$ cat src/design/opd_pkg.sv
// Constants, types and decode functions for the opcode decoder
// Operation
// - 000000dw plus addressing byte decodes as register/memory addition.
// - 100000sw with reg 000 decodes as immediate addition to register/memory.
// - 000100dw is add-with-carry reg/mem; 0001010w adds immediate with carry to accumulator.
// - 100000sw with reg 010 is immediate add-with-carry into register/memory.
// - Reg 101 immediate subtract; 001010dw reg/mem subtract; 0010110w accumulator subtract.
// - 000110dw is borrow subtract reg/mem; 0001110w borrow subtract from accumulator.
// - 100000sw with reg 011 is immediate borrow subtract on register/memory.
// - Reg 111 is immediate compare; second immediate byte only when s:w is 01.
// - Single byte 00110111 is unpacked decimal adjust after addition.
// - Single byte 00100111 is packed decimal adjust after addition.
// - Single byte 11010111 is the table lookup of the low accumulator byte.
// - 11000101 with addressing byte loads far pointer into register and data segment.
// - 11000100 with addressing byte loads far pointer into register and extra segment.
// - 9F, 9E, 9C, 9D are the four single-byte flag transfers.
// - 8C copies segment to reg/mem, 8E the reverse; reg field top bit zero.
package opd_pkg;

  localparam logic [7:0] OPC_ADD_RM = 8'h00;
  localparam logic [7:0] OPC_ADC_RM = 8'h10;
  localparam logic [7:0] OPC_SBB_RM = 8'h18;
  localparam logic [7:0] OPC_SUB_RM = 8'h28;
  localparam logic [7:0] OPC_CMP_RM = 8'h38;
  localparam logic [7:0] MASK_RM = 8'hfc;
  localparam logic [7:0] OPC_ADD_ACC = 8'h04;
  localparam logic [7:0] OPC_ADC_ACC = 8'h14;
  localparam logic [7:0] OPC_SBB_ACC = 8'h1c;
  localparam logic [7:0] OPC_SUB_ACC = 8'h2c;
  localparam logic [7:0] OPC_CMP_ACC = 8'h3c;
  localparam logic [7:0] MASK_ACC = 8'hfe;
  localparam logic [7:0] OPC_IMM_GRP = 8'h80;
  localparam logic [7:0] OPC_UNPACKED_ADJ = 8'h37;
  localparam logic [7:0] OPC_PACKED_ADJ = 8'h27;
  localparam logic [7:0] OPC_TABLE_LOOKUP = 8'hd7;
  localparam logic [7:0] OPC_FAR_DATA = 8'hc5;
  localparam logic [7:0] OPC_FAR_EXTRA = 8'hc4;
  localparam logic [7:0] OPC_LOAD_HIGH_ACC = 8'h9f;
  localparam logic [7:0] OPC_STORE_HIGH_ACC = 8'h9e;
  localparam logic [7:0] OPC_PUSH_FLAGS = 8'h9c;
  localparam logic [7:0] OPC_POP_FLAGS = 8'h9d;
  localparam logic [7:0] OPC_COPY_SEG_TO_RM = 8'h8c;
  localparam logic [7:0] OPC_COPY_RM_TO_SEG = 8'h8e;

  localparam int BIT_W = 0;
  localparam int BIT_D = 1;
  localparam int BIT_S = 1;

  localparam logic [2:0] GRP_ADD = 3'b000;
  localparam logic [2:0] GRP_ADC = 3'b010;
  localparam logic [2:0] GRP_SBB = 3'b011;
  localparam logic [2:0] GRP_SUB = 3'b101;
  localparam logic [2:0] GRP_CMP = 3'b111;

  localparam logic [1:0] MOD_NO_DISP = 2'b00;
  localparam logic [1:0] MOD_DISP8 = 2'b01;
  localparam logic [1:0] MOD_DISP16 = 2'b10;
  localparam logic [2:0] RM_DIRECT = 3'b110;

  typedef enum logic [4:0] {
    OP_NONE = 5'h00,
    OP_ADD = 5'h01,
    OP_ADC = 5'h02,
    OP_SUB = 5'h03,
    OP_DIFFERENCE_WITH_BORROW = 5'h04,
    OP_COMPARE = 5'h05,
    OP_UNPACKED_BCD_SUM_ADJUST = 5'h06,
    OP_PACKED_BCD_SUM_ADJUST = 5'h07,
    OP_TABLE_LOOKUP_BYTE = 5'h08,
    OP_LOAD_FAR_POINTER_DATA_SEG = 5'h09,
    OP_LOAD_FAR_POINTER_EXTRA_SEG = 5'h0a,
    OP_LOAD_HIGH_ACC_FROM_FLAGS = 5'h0b,
    OP_STORE_HIGH_ACC_TO_FLAGS = 5'h0c,
    OP_PUSH_FLAG_WORD = 5'h0d,
    OP_POP_FLAG_WORD = 5'h0e,
    OP_COPY_SEG_TO_RM = 5'h0f,
    OP_COPY_RM_TO_SEG = 5'h10
  } opd_op_type;

  typedef enum logic [2:0] {
    FORM_NONE = 3'b000,
    FORM_REG_RM = 3'b001,
    FORM_IMM_RM = 3'b010,
    FORM_IMM_ACC = 3'b011,
    FORM_MEM_PTR = 3'b100,
    FORM_SEG_RM = 3'b101
  } opd_form_type;

  typedef enum logic [1:0] {
    ST_OPCODE = 2'b00,
    ST_ADDR = 2'b01,
    ST_DISP = 2'b10,
    ST_IMM = 2'b11
  } opd_state_type;

  typedef struct packed {
    logic valid;
    logic [7:0] data;
  } opd_byte_type;

  typedef struct packed {
    opd_op_type op;
    opd_form_type form;
    logic word;
    logic dest_is_reg;
    logic sign_ext;
    logic [1:0] mode;
    logic [2:0] reg_field;
    logic [2:0] rm_field;
    logic [1:0] disp_count;
    logic [15:0] disp;
    logic [1:0] imm_count;
    logic [15:0] imm;
  } opd_dec_type;

  localparam opd_dec_type DEC_RESET = '{op: OP_NONE, form: FORM_NONE, default: '0};

  // First-byte decode; op of the immediate group waits for the reg field
  function automatic opd_dec_type opd_first(input logic [7:0] b);
    opd_dec_type d;
    d = DEC_RESET;
    d.word = b[BIT_W];
    if ((b & MASK_RM) == OPC_ADD_RM || (b & MASK_RM) == OPC_ADC_RM ||
        (b & MASK_RM) == OPC_SBB_RM || (b & MASK_RM) == OPC_SUB_RM ||
        (b & MASK_RM) == OPC_CMP_RM) begin
      d.form = FORM_REG_RM;
      d.dest_is_reg = b[BIT_D];
      unique case (b & MASK_RM)
        OPC_ADD_RM: d.op = OP_ADD;
        OPC_ADC_RM: d.op = OP_ADC;
        OPC_SBB_RM: d.op = OP_DIFFERENCE_WITH_BORROW;
        OPC_SUB_RM: d.op = OP_SUB;
        default: d.op = OP_COMPARE;
      endcase
    end else if ((b & MASK_ACC) == OPC_ADD_ACC || (b & MASK_ACC) == OPC_ADC_ACC ||
                 (b & MASK_ACC) == OPC_SBB_ACC || (b & MASK_ACC) == OPC_SUB_ACC ||
                 (b & MASK_ACC) == OPC_CMP_ACC) begin
      d.form = FORM_IMM_ACC;
      d.dest_is_reg = 1'b1;
      d.imm_count = b[BIT_W] ? 2'd2 : 2'd1;
      unique case (b & MASK_ACC)
        OPC_ADD_ACC: d.op = OP_ADD;
        OPC_ADC_ACC: d.op = OP_ADC;
        OPC_SBB_ACC: d.op = OP_DIFFERENCE_WITH_BORROW;
        OPC_SUB_ACC: d.op = OP_SUB;
        default: d.op = OP_COMPARE;
      endcase
    end else if ((b & MASK_RM) == OPC_IMM_GRP) begin
      d.form = FORM_IMM_RM;
      d.imm_count = (b[BIT_S] == 1'b0 && b[BIT_W] == 1'b1) ? 2'd2 : 2'd1;
      d.sign_ext = b[BIT_S] & b[BIT_W];
    end else begin
      unique case (b)
        OPC_UNPACKED_ADJ: d.op = OP_UNPACKED_BCD_SUM_ADJUST;
        OPC_PACKED_ADJ: d.op = OP_PACKED_BCD_SUM_ADJUST;
        OPC_TABLE_LOOKUP: d.op = OP_TABLE_LOOKUP_BYTE;
        OPC_FAR_DATA: d.op = OP_LOAD_FAR_POINTER_DATA_SEG;
        OPC_FAR_EXTRA: d.op = OP_LOAD_FAR_POINTER_EXTRA_SEG;
        OPC_LOAD_HIGH_ACC: d.op = OP_LOAD_HIGH_ACC_FROM_FLAGS;
        OPC_STORE_HIGH_ACC: d.op = OP_STORE_HIGH_ACC_TO_FLAGS;
        OPC_PUSH_FLAGS: d.op = OP_PUSH_FLAG_WORD;
        OPC_POP_FLAGS: d.op = OP_POP_FLAG_WORD;
        OPC_COPY_SEG_TO_RM: d.op = OP_COPY_SEG_TO_RM;
        OPC_COPY_RM_TO_SEG: d.op = OP_COPY_RM_TO_SEG;
        default: d.op = OP_NONE;
      endcase
      if (b == OPC_FAR_DATA || b == OPC_FAR_EXTRA) begin
        d.form = FORM_MEM_PTR;
        d.word = 1'b1;
        d.dest_is_reg = 1'b1;
      end else if (b == OPC_COPY_SEG_TO_RM || b == OPC_COPY_RM_TO_SEG) begin
        d.form = FORM_SEG_RM;
        d.word = 1'b1;
        d.dest_is_reg = b[BIT_D];
      end
      if (b == OPC_TABLE_LOOKUP) begin
        d.word = 1'b0;
      end
    end
    return d;
  endfunction

  // Immediate group operation from the reg field, OP_NONE when not handled here
  function automatic opd_op_type opd_group(input logic [2:0] r);
    unique case (r)
      GRP_ADD: return OP_ADD;
      GRP_ADC: return OP_ADC;
      GRP_SBB: return OP_DIFFERENCE_WITH_BORROW;
      GRP_SUB: return OP_SUB;
      GRP_CMP: return OP_COMPARE;
      default: return OP_NONE;
    endcase
  endfunction

  // Displacement bytes that follow the addressing byte
  function automatic logic [1:0] opd_disp(input logic [1:0] m, input logic [2:0] rm);
    if (m == MOD_DISP8) begin
      return 2'd1;
    end else if (m == MOD_DISP16 || (m == MOD_NO_DISP && rm == RM_DIRECT)) begin
      return 2'd2;
    end
    return 2'd0;
  endfunction

endpackage

$ cat src/design/opd_decoder.sv
// Opcode decoder for the transfer and arithmetic instruction groups
`timescale 1ns/1ns
module opd_decoder (
  input wire logic clock_i,
  input wire logic resetn_i,
  input wire logic ce_i,
  input wire opd_pkg::opd_byte_type byte_i,
  output logic dec_valid_o,
  output logic unsupported_o,
  output opd_pkg::opd_dec_type dec_o
);
  import opd_pkg::*;

  typedef struct packed {
    opd_state_type state;
    logic first;
    logic [1:0] left;
    opd_dec_type dec;
    logic dec_valid;
    logic unsupported;
  } opd_regs_type;

  localparam opd_regs_type REGS_RESET = '{state: ST_OPCODE, dec: DEC_RESET, default: '0};

  opd_regs_type r;
  opd_regs_type next_r;

  always_comb begin
    logic finish;
    logic bad;
    opd_dec_type d;
    finish = 1'b0;
    bad = 1'b0;
    d = DEC_RESET;
    next_r = r;
    next_r.dec_valid = 1'b0;
    next_r.unsupported = 1'b0;
    if (byte_i.valid) begin
      unique case (r.state)
        ST_OPCODE: begin
          d = opd_first(byte_i.data);
          next_r.dec = d;
          next_r.first = 1'b1;
          if (d.form == FORM_NONE && d.op == OP_NONE) begin
            // Length unknown, so resync on the next byte
            next_r.unsupported = 1'b1;
          end else if (d.form != FORM_NONE && d.form != FORM_IMM_ACC) begin
            next_r.state = ST_ADDR;
          end else if (d.imm_count != 2'd0) begin
            next_r.state = ST_IMM;
            next_r.left = d.imm_count;
          end else begin
            finish = 1'b1;
          end
        end
        ST_ADDR: begin
          next_r.dec.mode = byte_i.data[7:6];
          next_r.dec.reg_field = byte_i.data[5:3];
          next_r.dec.rm_field = byte_i.data[2:0];
          next_r.dec.disp_count = opd_disp(byte_i.data[7:6], byte_i.data[2:0]);
          if (r.dec.form == FORM_IMM_RM) begin
            next_r.dec.op = opd_group(byte_i.data[5:3]);
            next_r.dec.dest_is_reg = 1'b0;
          end
          if (r.dec.form == FORM_SEG_RM && byte_i.data[5] != 1'b0) begin
            bad = 1'b1;
          end
          if (next_r.dec.disp_count != 2'd0) begin
            next_r.state = ST_DISP;
            next_r.left = next_r.dec.disp_count;
            next_r.first = 1'b1;
          end else if (r.dec.imm_count != 2'd0) begin
            next_r.state = ST_IMM;
            next_r.left = r.dec.imm_count;
            next_r.first = 1'b1;
          end else begin
            finish = 1'b1;
          end
          // Group codes outside this block still consume their bytes
          if (r.dec.form == FORM_IMM_RM && opd_group(byte_i.data[5:3]) == OP_NONE) begin
            next_r.dec.op = OP_NONE;
          end
        end
        ST_DISP: begin
          if (r.first) begin
            next_r.dec.disp = {{8{byte_i.data[7]}}, byte_i.data};
          end else begin
            next_r.dec.disp[15:8] = byte_i.data;
          end
          next_r.first = 1'b0;
          next_r.left = r.left - 2'd1;
          if (r.left == 2'd1) begin
            if (r.dec.imm_count != 2'd0) begin
              next_r.state = ST_IMM;
              next_r.left = r.dec.imm_count;
              next_r.first = 1'b1;
            end else begin
              finish = 1'b1;
            end
          end
        end
        ST_IMM: begin
          if (r.first) begin
            // Single-byte immediates zero-extend unless both the sign and width bits are set
            next_r.dec.imm = r.dec.sign_ext ? {{8{byte_i.data[7]}}, byte_i.data} :
                                              {8'h00, byte_i.data};
          end else begin
            next_r.dec.imm[15:8] = byte_i.data;
          end
          next_r.first = 1'b0;
          next_r.left = r.left - 2'd1;
          if (r.left == 2'd1) begin
            finish = 1'b1;
          end
        end
      endcase
    end
    if (finish || (bad && r.state == ST_ADDR)) begin
      next_r.state = ST_OPCODE;
      next_r.left = 2'd0;
    end
    if (finish) begin
      if (bad || next_r.dec.op == OP_NONE) begin
        next_r.unsupported = 1'b1;
      end else begin
        next_r.dec_valid = 1'b1;
      end
    end else if (bad) begin
      // Bad segment code with displacement: flag now, back to opcode without consuming its displacement bytes
      next_r.unsupported = 1'b1;
      next_r.state = ST_OPCODE;
    end
  end

  // Clock enable low freezes every flop, outputs included
  always_ff @(posedge clock_i or negedge resetn_i) begin
    if (!resetn_i) begin
      r <= REGS_RESET;
    end else if (ce_i) begin
      r <= next_r;
    end
  end

  assign dec_valid_o = r.dec_valid;
  assign unsupported_o = r.unsupported;
  assign dec_o = r.dec;

endmodule

$ cat config.mk
export PLATFORM = sky130hd
export DESIGN_NAME = opd_decoder
export DESIGN_NICKNAME = d
export VERILOG_FILES = /design/src/design/opd_pkg.sv /design/src/design/opd_decoder.sv
export SDC_FILE = /design/constraint.sdc
export NUM_CORES = 1
export LEC_CHECK = 0
export BUFFER_PORTS_ARGS = -buffer_cell sky130_fd_sc_hd__buf_4
export CAP_MARGIN = 20
export CORE_ASPECT_RATIO = 1.5
export CORE_UTILIZATION = 27
export DETAILED_ROUTE_END_ITERATION = 8
export PLACE_DENSITY_LB_ADDON = 0.15
export RECOVER_POWER = 25
export SLEW_MARGIN = 20
export SYNTH_ARGS = -nofsm -noshare
export SYNTH_HDL_FRONTEND = slang
export SYNTH_SLANG_ARGS = --single-unit
$ cat constraint.sdc
create_clock -name clock_i -period 4.55 [get_ports clock_i]
set_clock_uncertainty 0.15 [all_clocks]
set_input_delay 0.91 -clock clock_i [delete_from_list [all_inputs] [get_ports clock_i]]
set_output_delay 0.91 -clock clock_i [all_outputs]
set_load 0.02 [all_outputs]
==> results of run 1 <==
## cell type report
| cell class | count | area [sq um] |
|---|---|---|
| fill | 1539 | 9634 |
| multi-input combinational | 289 | 1757 |
| sequential | 62 | 1551 |
| timing repair buffer | 68 | 508.0 |
| tap | 192 | 240.2 |
| clock buffer | 10 | 229.0 |
| clock inverter | 6 | 86.33 |
| inverter | 14 | 52.55 |
## worst paths after layout
path,start,to,slack [ps],cells past startpoint
setup / recovery,r[61]$_DFFE_PN0P_,unsupported_o$_DFFE_PN0P_,1510,9
hold / removal,dec_o[31]$_DFFE_PN0P_,dec_o[31]$_DFFE_PN0P_,330,2
setup reg to reg,r[61]$_DFFE_PN0P_,unsupported_o$_DFFE_PN0P_,1510,9
hold reg to reg,dec_o[31]$_DFFE_PN0P_,dec_o[31]$_DFFE_PN0P_,330,2
max in group asynchronous,resetn_i,dec_o[54]$_DFFE_PN0P_,2430,1
min in group asynchronous,resetn_i,r[61]$_DFFE_PN0P_,830,1
## per-layer routing
metal	vias to the layer above	global-route usage (%)	wire [microns]
met5	-	0	0
met4	0	6.449	215
met3	14	3.036	452
met2	96	27.64	6062
met1	1591	19.50	4828
li1	1524	-	-
## flip-flops by register name (all words and copies together) (netlist names)
name	cells
dec_o	55
dec_valid_o	1
r	5
unsupported_o	1
## stage by stage
stage,setup slack [ps],total power [mW],util [%]
after floorplan,1908,1.828,-
after global placement,1360,2.080,29.20
after detailed placement,1290,2.080,29.20
after CTS,1350,2.833,31.44
after global routing,1199,2.966,31.47
final,1510,2.795,31.47
## cells by family (layout without fill, tap and decap cells)
kind of cell	after synthesis	after routing	synth area share (%)
AND/OR/NAND/NOR	154	154	19.02
AO/OA/AOI/OAI	127	127	23.27
buffers and inverters	97	98	15.63
flip-flops	62	62	39.64
adder cells (fa/ha/maj)	6	6	1.918
multiplexers	2	2	0.5115
## placed cells by master (no fill, tap or decap), types with 7 or more instances in the layout
cell	instances
buf_4	67
nand2_1	63
dfrtp_1	62
nor2_1	33
o21ai_0	31
a22o_1	20
a21oi_1	19
inv_1	13
nand3_1	9
clkbuf_16	9
nor2b_1	7
## power groups by stage
stage	combinational [mW]	clock, mW	sequential (mW)
floorplan	0.975	0	0.853
global placement	1.16	0	0.916
detailed placement	1.17	0	0.913
CTS	1.17	0.756	0.906
global route	1.26	0.777	0.934
finish	1.16	0.734	0.904
## worst min-delay path, cell delays in order (launching register included)
cell	delay, ps
dfrtp_1	340
nand2_1	50
o21ai_0	60
==> flow_summary.json, run 1 <==
{
  "area_delta_synth_final_pct": 13.04,
  "wire_per_inst_microns": 18.03,
  "cp_cell_sequence": "inv_1 -> ha_1 -> nand4b_1 -> o22ai_1 -> clkinv_1 -> a222oi_1 -> nand4_1 -> nand2b_1 -> a31oi_1",
  "clock_latency_ps": 330,
  "drcViolationCount": 0,
  "dieWidth_microns": 100.3,
  "coreArea_sq_um": 14060,
  "final-max-slew-violation-count": 63,
  "vias": 3225,
  "fp-row-count": 53,
  "arrival_ps": 3130,
  "ys.flop_type": "dfrtp_1",
  "ctsHoldBuffers": 0,
  "rsz0062_at_grt": "false",
  "tightest_slew_ps": 1621,
  "drtAntennaViolNets": 0,
  "intPower_mw": 1.689,
  "io-pin-count": 69,
  "synth_top_area_share_pct": 39.64,
  "start_util_pct": 27.84,
  "fmax_ghz": 0.3290,
  "placed_area_sq_um": 4105,
  "drtIter0Drc": 251,
  "dieArea_sq_um": 14990,
  "cp_num_buf_inv": 2,
  "port_buffers": 68,
  "hold_viol": 0,
  "post_cts_buffers": 0,
  "drt-pass1-iter-count": 4,
  "power_density_nw_per_um2": 631.8,
  "stdcell_count": 641,
  "status": "finished, violations left",
  "yosys-top-cells-count": "nand2_1 (63), dfrtp_1 (62), buf_4 (58)",
  "grt_pass1_wl_microns": 18220,
  "slew_headroom_pct": -8.097,
  "synth.distinct_cells": 65,
  "placed_cells": 625,
  "crit_type": "register to register",
  "swShare_pct": 39.58,
  "setup_tns_ps": 0,
  "layout-drive-gt1-share_pct": 21.83,
  "ys_seq_area_share_pct": 39.64,
  "yosysMostFrequentCell": "nand2_1",
  "pwr-share-seq_pct": 32.3,
  "clk_pin_slew_ps": 60,
  "grt_overflow": 0,
  "critPathLaunchType": "register",
  "clkPwrFrac_pct": 26.3,
  "fin_crit_ps": 3040,
  "antenna_found_initial": 0,
  "comb_power_share_pct": 41.4,
  "vdd_drop_max_uv": 167.9,
  "cpLargestDelayFamily": "compound AO/OA/AOI/OAI gates",
  "endpoint_kind": "register",
  "grt_max_degree": 63,
  "setup_viol_count_final": 0,
  "die_h_microns": 149.5,
  "dp_hpwl_microns": 8245,
  "groute.usage.overall_pct": 16.04,
  "max_cap_viol_count": 1,
  "fin_hold_ws_ps": 330.6,
  "cts.path.max_buffers": 2,
  "critPathSlowestCell": "ha_1",
  "yosys.area.top_type": "dfrtp_1",
  "diodes": 0,
  "path_max_fanout": 12,
  "switching_power_mw": 1.106,
  "synth-async-reset-ratio_pct": 100.0,
  "viasPerCell": 5.031,
  "p_leak_nw": 2.016,
  "clock_sinks": 62,
  "cts_buffers": 9,
  "routabilityCongestion": 0.8347,
  "cts_root_buf": "clkbuf_16",
  "critPathRequiredTime_ps": 4640,
  "final_cell_area_sq_um": 4424,
  "synth_nets": 466,
  "slowest_delay_ps": 490,
  "cts_resized": 0,
  "htree_levels": 3,
  "syn_avg_cell_area_sq_um": 8.736,
  "ys_ff_latch": 62,
  "synth_cells": 448,
  "syn_area_sq_um": 3914,
  "hold_path.class": "register to register",
  "grt_pass1_vias": 3224,
  "failed_checks": "capacitance limit, slew limit",
  "layout_worst_path_cycle_share_pct": 66.81,
  "yosysWarningCount": 0,
  "wirelength_microns": 11560,
  "synth.area.top_cells": "dfrtp_1 (40%), buf_4 (11%), nand2_1 (6.0%)",
  "cts_tree": "done",
  "synth_edf_count": 0,
  "nets": 462
}
Power figures use the tool's default switching activity.
==> run 2: changes to the inputs <==
==> constraint.sdc (replaced) <==
create_clock -name clock_i -period 2.76 [get_ports clock_i]
set_clock_uncertainty 0.15 [all_clocks]
set_input_delay 0.552 -clock clock_i [delete_from_list [all_inputs] [get_ports clock_i]]
set_output_delay 0.552 -clock clock_i [all_outputs]
set_load 0.02 [all_outputs]
==> flow_summary.json, run 2 (synthesis gave the netlist of run 1 again) <==
{
  "worst-r2r-setup-slack_ps": 190,
  "power_density_nw_per_um2": 998.7,
  "clkPwrFrac_pct": 23.0,
  "layout_commonest_cell": "buf_4",
  "cp-startpoint": "r[61]$_DFFE_PN0P_",
  "coreArea_sq_um": 14060,
  "wire_per_inst_microns": 18.00,
  "arrival_ps": 2680,
  "final_cell_mix": "buf_4 (84), nand2_1 (63), dfrtp_1 (62), nor2_1 (33), o21ai_0 (31)",
  "max_cap_viol_count": 1,
  "groute.usage.overall_pct": 16.42,
  "cts_buffers": 9,
  "critPathSlowestCell": "dfrtp_1",
  "final-max-slew-violation-count": 63,
  "cp_num_buf_inv": 2,
  "tightest_slew_ps": 1604,
  "critPathRequiredTime_ps": 2870,
  "fillers": 1535,
  "rsz0062_at_grt": "false",
  "diodes": 0,
  "slew_headroom_pct": -6.914,
  "post_cts_buffers": 0,
  "grt_overflow": 0,
  "ff2ff_path_depth": 10,
  "utilization_pct": 32.02,
  "endpoint_kind": "register",
  "dieWidth_microns": 100.3,
  "fin_hold_ws_ps": 326.0,
  "antenna_found_initial": 0,
  "nets": 479,
  "wl_met3_microns": 493,
  "ctsHoldBuffers": 0,
  "routabilityCongestion": 0.8813,
  "cts_tree": "done",
  "htree_levels": 3,
  "wirelength_microns": 11820,
  "met2RoutedLength_microns": 6177,
  "failed_checks": "capacitance limit, slew limit",
  "io-pin-count": 69,
  "clock_sinks": 62,
  "drtAntennaViolNets": 0,
  "path_max_fanout": 5,
  "layout_worst_path_cycle_share_pct": 93.22,
  "crit_type": "register to register",
  "comb_power_share_pct": 43.9,
  "setup_viol_count_final": 0,
  "vdd_drop_max_uv": 237.9,
  "layout-drive-gt1-share_pct": 24.73,
  "drt-pass1-iter-count": 5,
  "slowest_delay_ps": 430,
  "fmax_ghz": 0.3887,
  "grt_max_degree": 63,
  "cpLargestDelayFamily": "compound AO/OA/AOI/OAI gates",
  "drt-met1-wl_microns": 4892,
  "multiInputGateArea_sq_um": 1757,
  "critPathLaunchType": "register",
  "p_leak_nw": 2.064,
  "drtIter0Drc": 241,
  "hold_viol": 0,
  "reg2reg_to": "unsupported_o$_DFFE_PN0P_",
  "endpoint": "unsupported_o$_DFFE_PN0P_",
  "fp-row-count": 53,
  "vias": 3216,
  "dieArea_sq_um": 14990,
  "cts.path.max_buffers": 2,
  "start_util_pct": 27.84,
  "path_depth": 10,
  "seq_area_sq_um": 1551,
  "dp_hpwl_microns": 8526,
  "grt_pass1_wl_microns": 18560,
  "status": "finished, violations left",
  "setup_tns_ps": 0,
  "cts_root_buf": "clkbuf_16",
  "fin_crit_ps": 2573,
  "switching_power_mw": 1.842,
  "drcViolationCount": 0,
  "hold_path.class": "register to register",
  "rr_startpoint": "r[61]$_DFFE_PN0P_",
  "top_layer": "met4",
  "viasPerCell": 4.895,
  "cp_cell_sequence": "inv_1 -> ha_1 -> nand4b_1 -> o22ai_1 -> buf_4 -> o32ai_1 -> a211oi_1 -> nand4_1 -> nand2b_1 -> a31oi_1",
  "die_h_microns": 149.5,
  "cts_resized": 0,
  "port_buffers": 68,
  "pwr-share-seq_pct": 33.1,
  "clock_latency_ps": 340,
  "swShare_pct": 40.96,
  "largest_register_ffs": 55,
  "intPower_mw": 2.654,
  "clk_pin_slew_ps": 60,
  "area_delta_synth_final_pct": 15.03,
  "grt_pass1_vias": 3243
}
run 2: cell type report:
| class | instances | area share, % |
|---|---|---|
| clock buffer | 9 | 5.003 |
| clock inverter | 6 | 0.8894 |
| inverter | 14 | 1.167 |
| multi-input combinational | 289 | 39.02 |
| sequential | 62 | 34.46 |
| tap | 192 | 5.336 |
| timing repair buffer | 85 | 14.12 |
run 2: worst register-to-register path, stage by stage, from the launching register on:
cell and delay, ps:
dfrtp_1 430, inv_1 140, ha_1 210, nand4b_1 180
o22ai_1 280, buf_4 170, o32ai_1 70, a211oi_1 300
nand4_1 210, nand2b_1 190, a31oi_1 160
run 2: how the worst min path moves through the flow:
stage               cells past startpoint                  start  slack (ps)                      end
floorplan                               0               resetn_i         110     dec_o[0]$_DFFE_PN0P_
global placement                        2   dec_o[8]$_DFFE_PN0P_         320     dec_o[8]$_DFFE_PN0P_
detailed placement                      2  dec_o[14]$_DFFE_PN0P_         320    dec_o[14]$_DFFE_PN0P_
CTS                                     1               resetn_i         210  dec_valid_o$_DFFE_PN0P_
global route                            2  dec_o[14]$_DFFE_PN0P_         350    dec_o[14]$_DFFE_PN0P_
finish                                  2  dec_o[33]$_DFFE_PN0P_         330    dec_o[33]$_DFFE_PN0P_
run 2: through the flow:
stage	cell area (sq um)	instances	total power [mW]	setup slack (ps)
6_report	4502	657	4.496	187.0
4_1_cts	4498	657	4.558	189.2
3_3_place_gp	4233	642	3.486	147.8
2_1_floorplan	3914	448	3.014	476.4
3_5_place_dp	4233	642	3.496	99.10
5_1_grt	4502	657	4.804	2.135
run 2: metal layers:
| metal | vias up | GRT usage, % |
|---|---|---|
| met1 | 1557 | 19.70 |
| met2 | 84 | 28.18 |
| met3 | 18 | 3.737 |
| met5 | - | 0 |
| met4 | 0 | 6.449 |
| li1 | 1557 | - |
run 2: power by group through the flow:
stage	sequential, mW	combinational (mW)	clock [mW]
2_1_floorplan	1.41	1.61	0
3_3_place_gp	1.51	1.98	0
3_5_place_dp	1.51	1.99	0
4_1_cts	1.50	1.99	1.07
5_1_grt	1.54	2.16	1.11
6_report	1.49	1.97	1.04
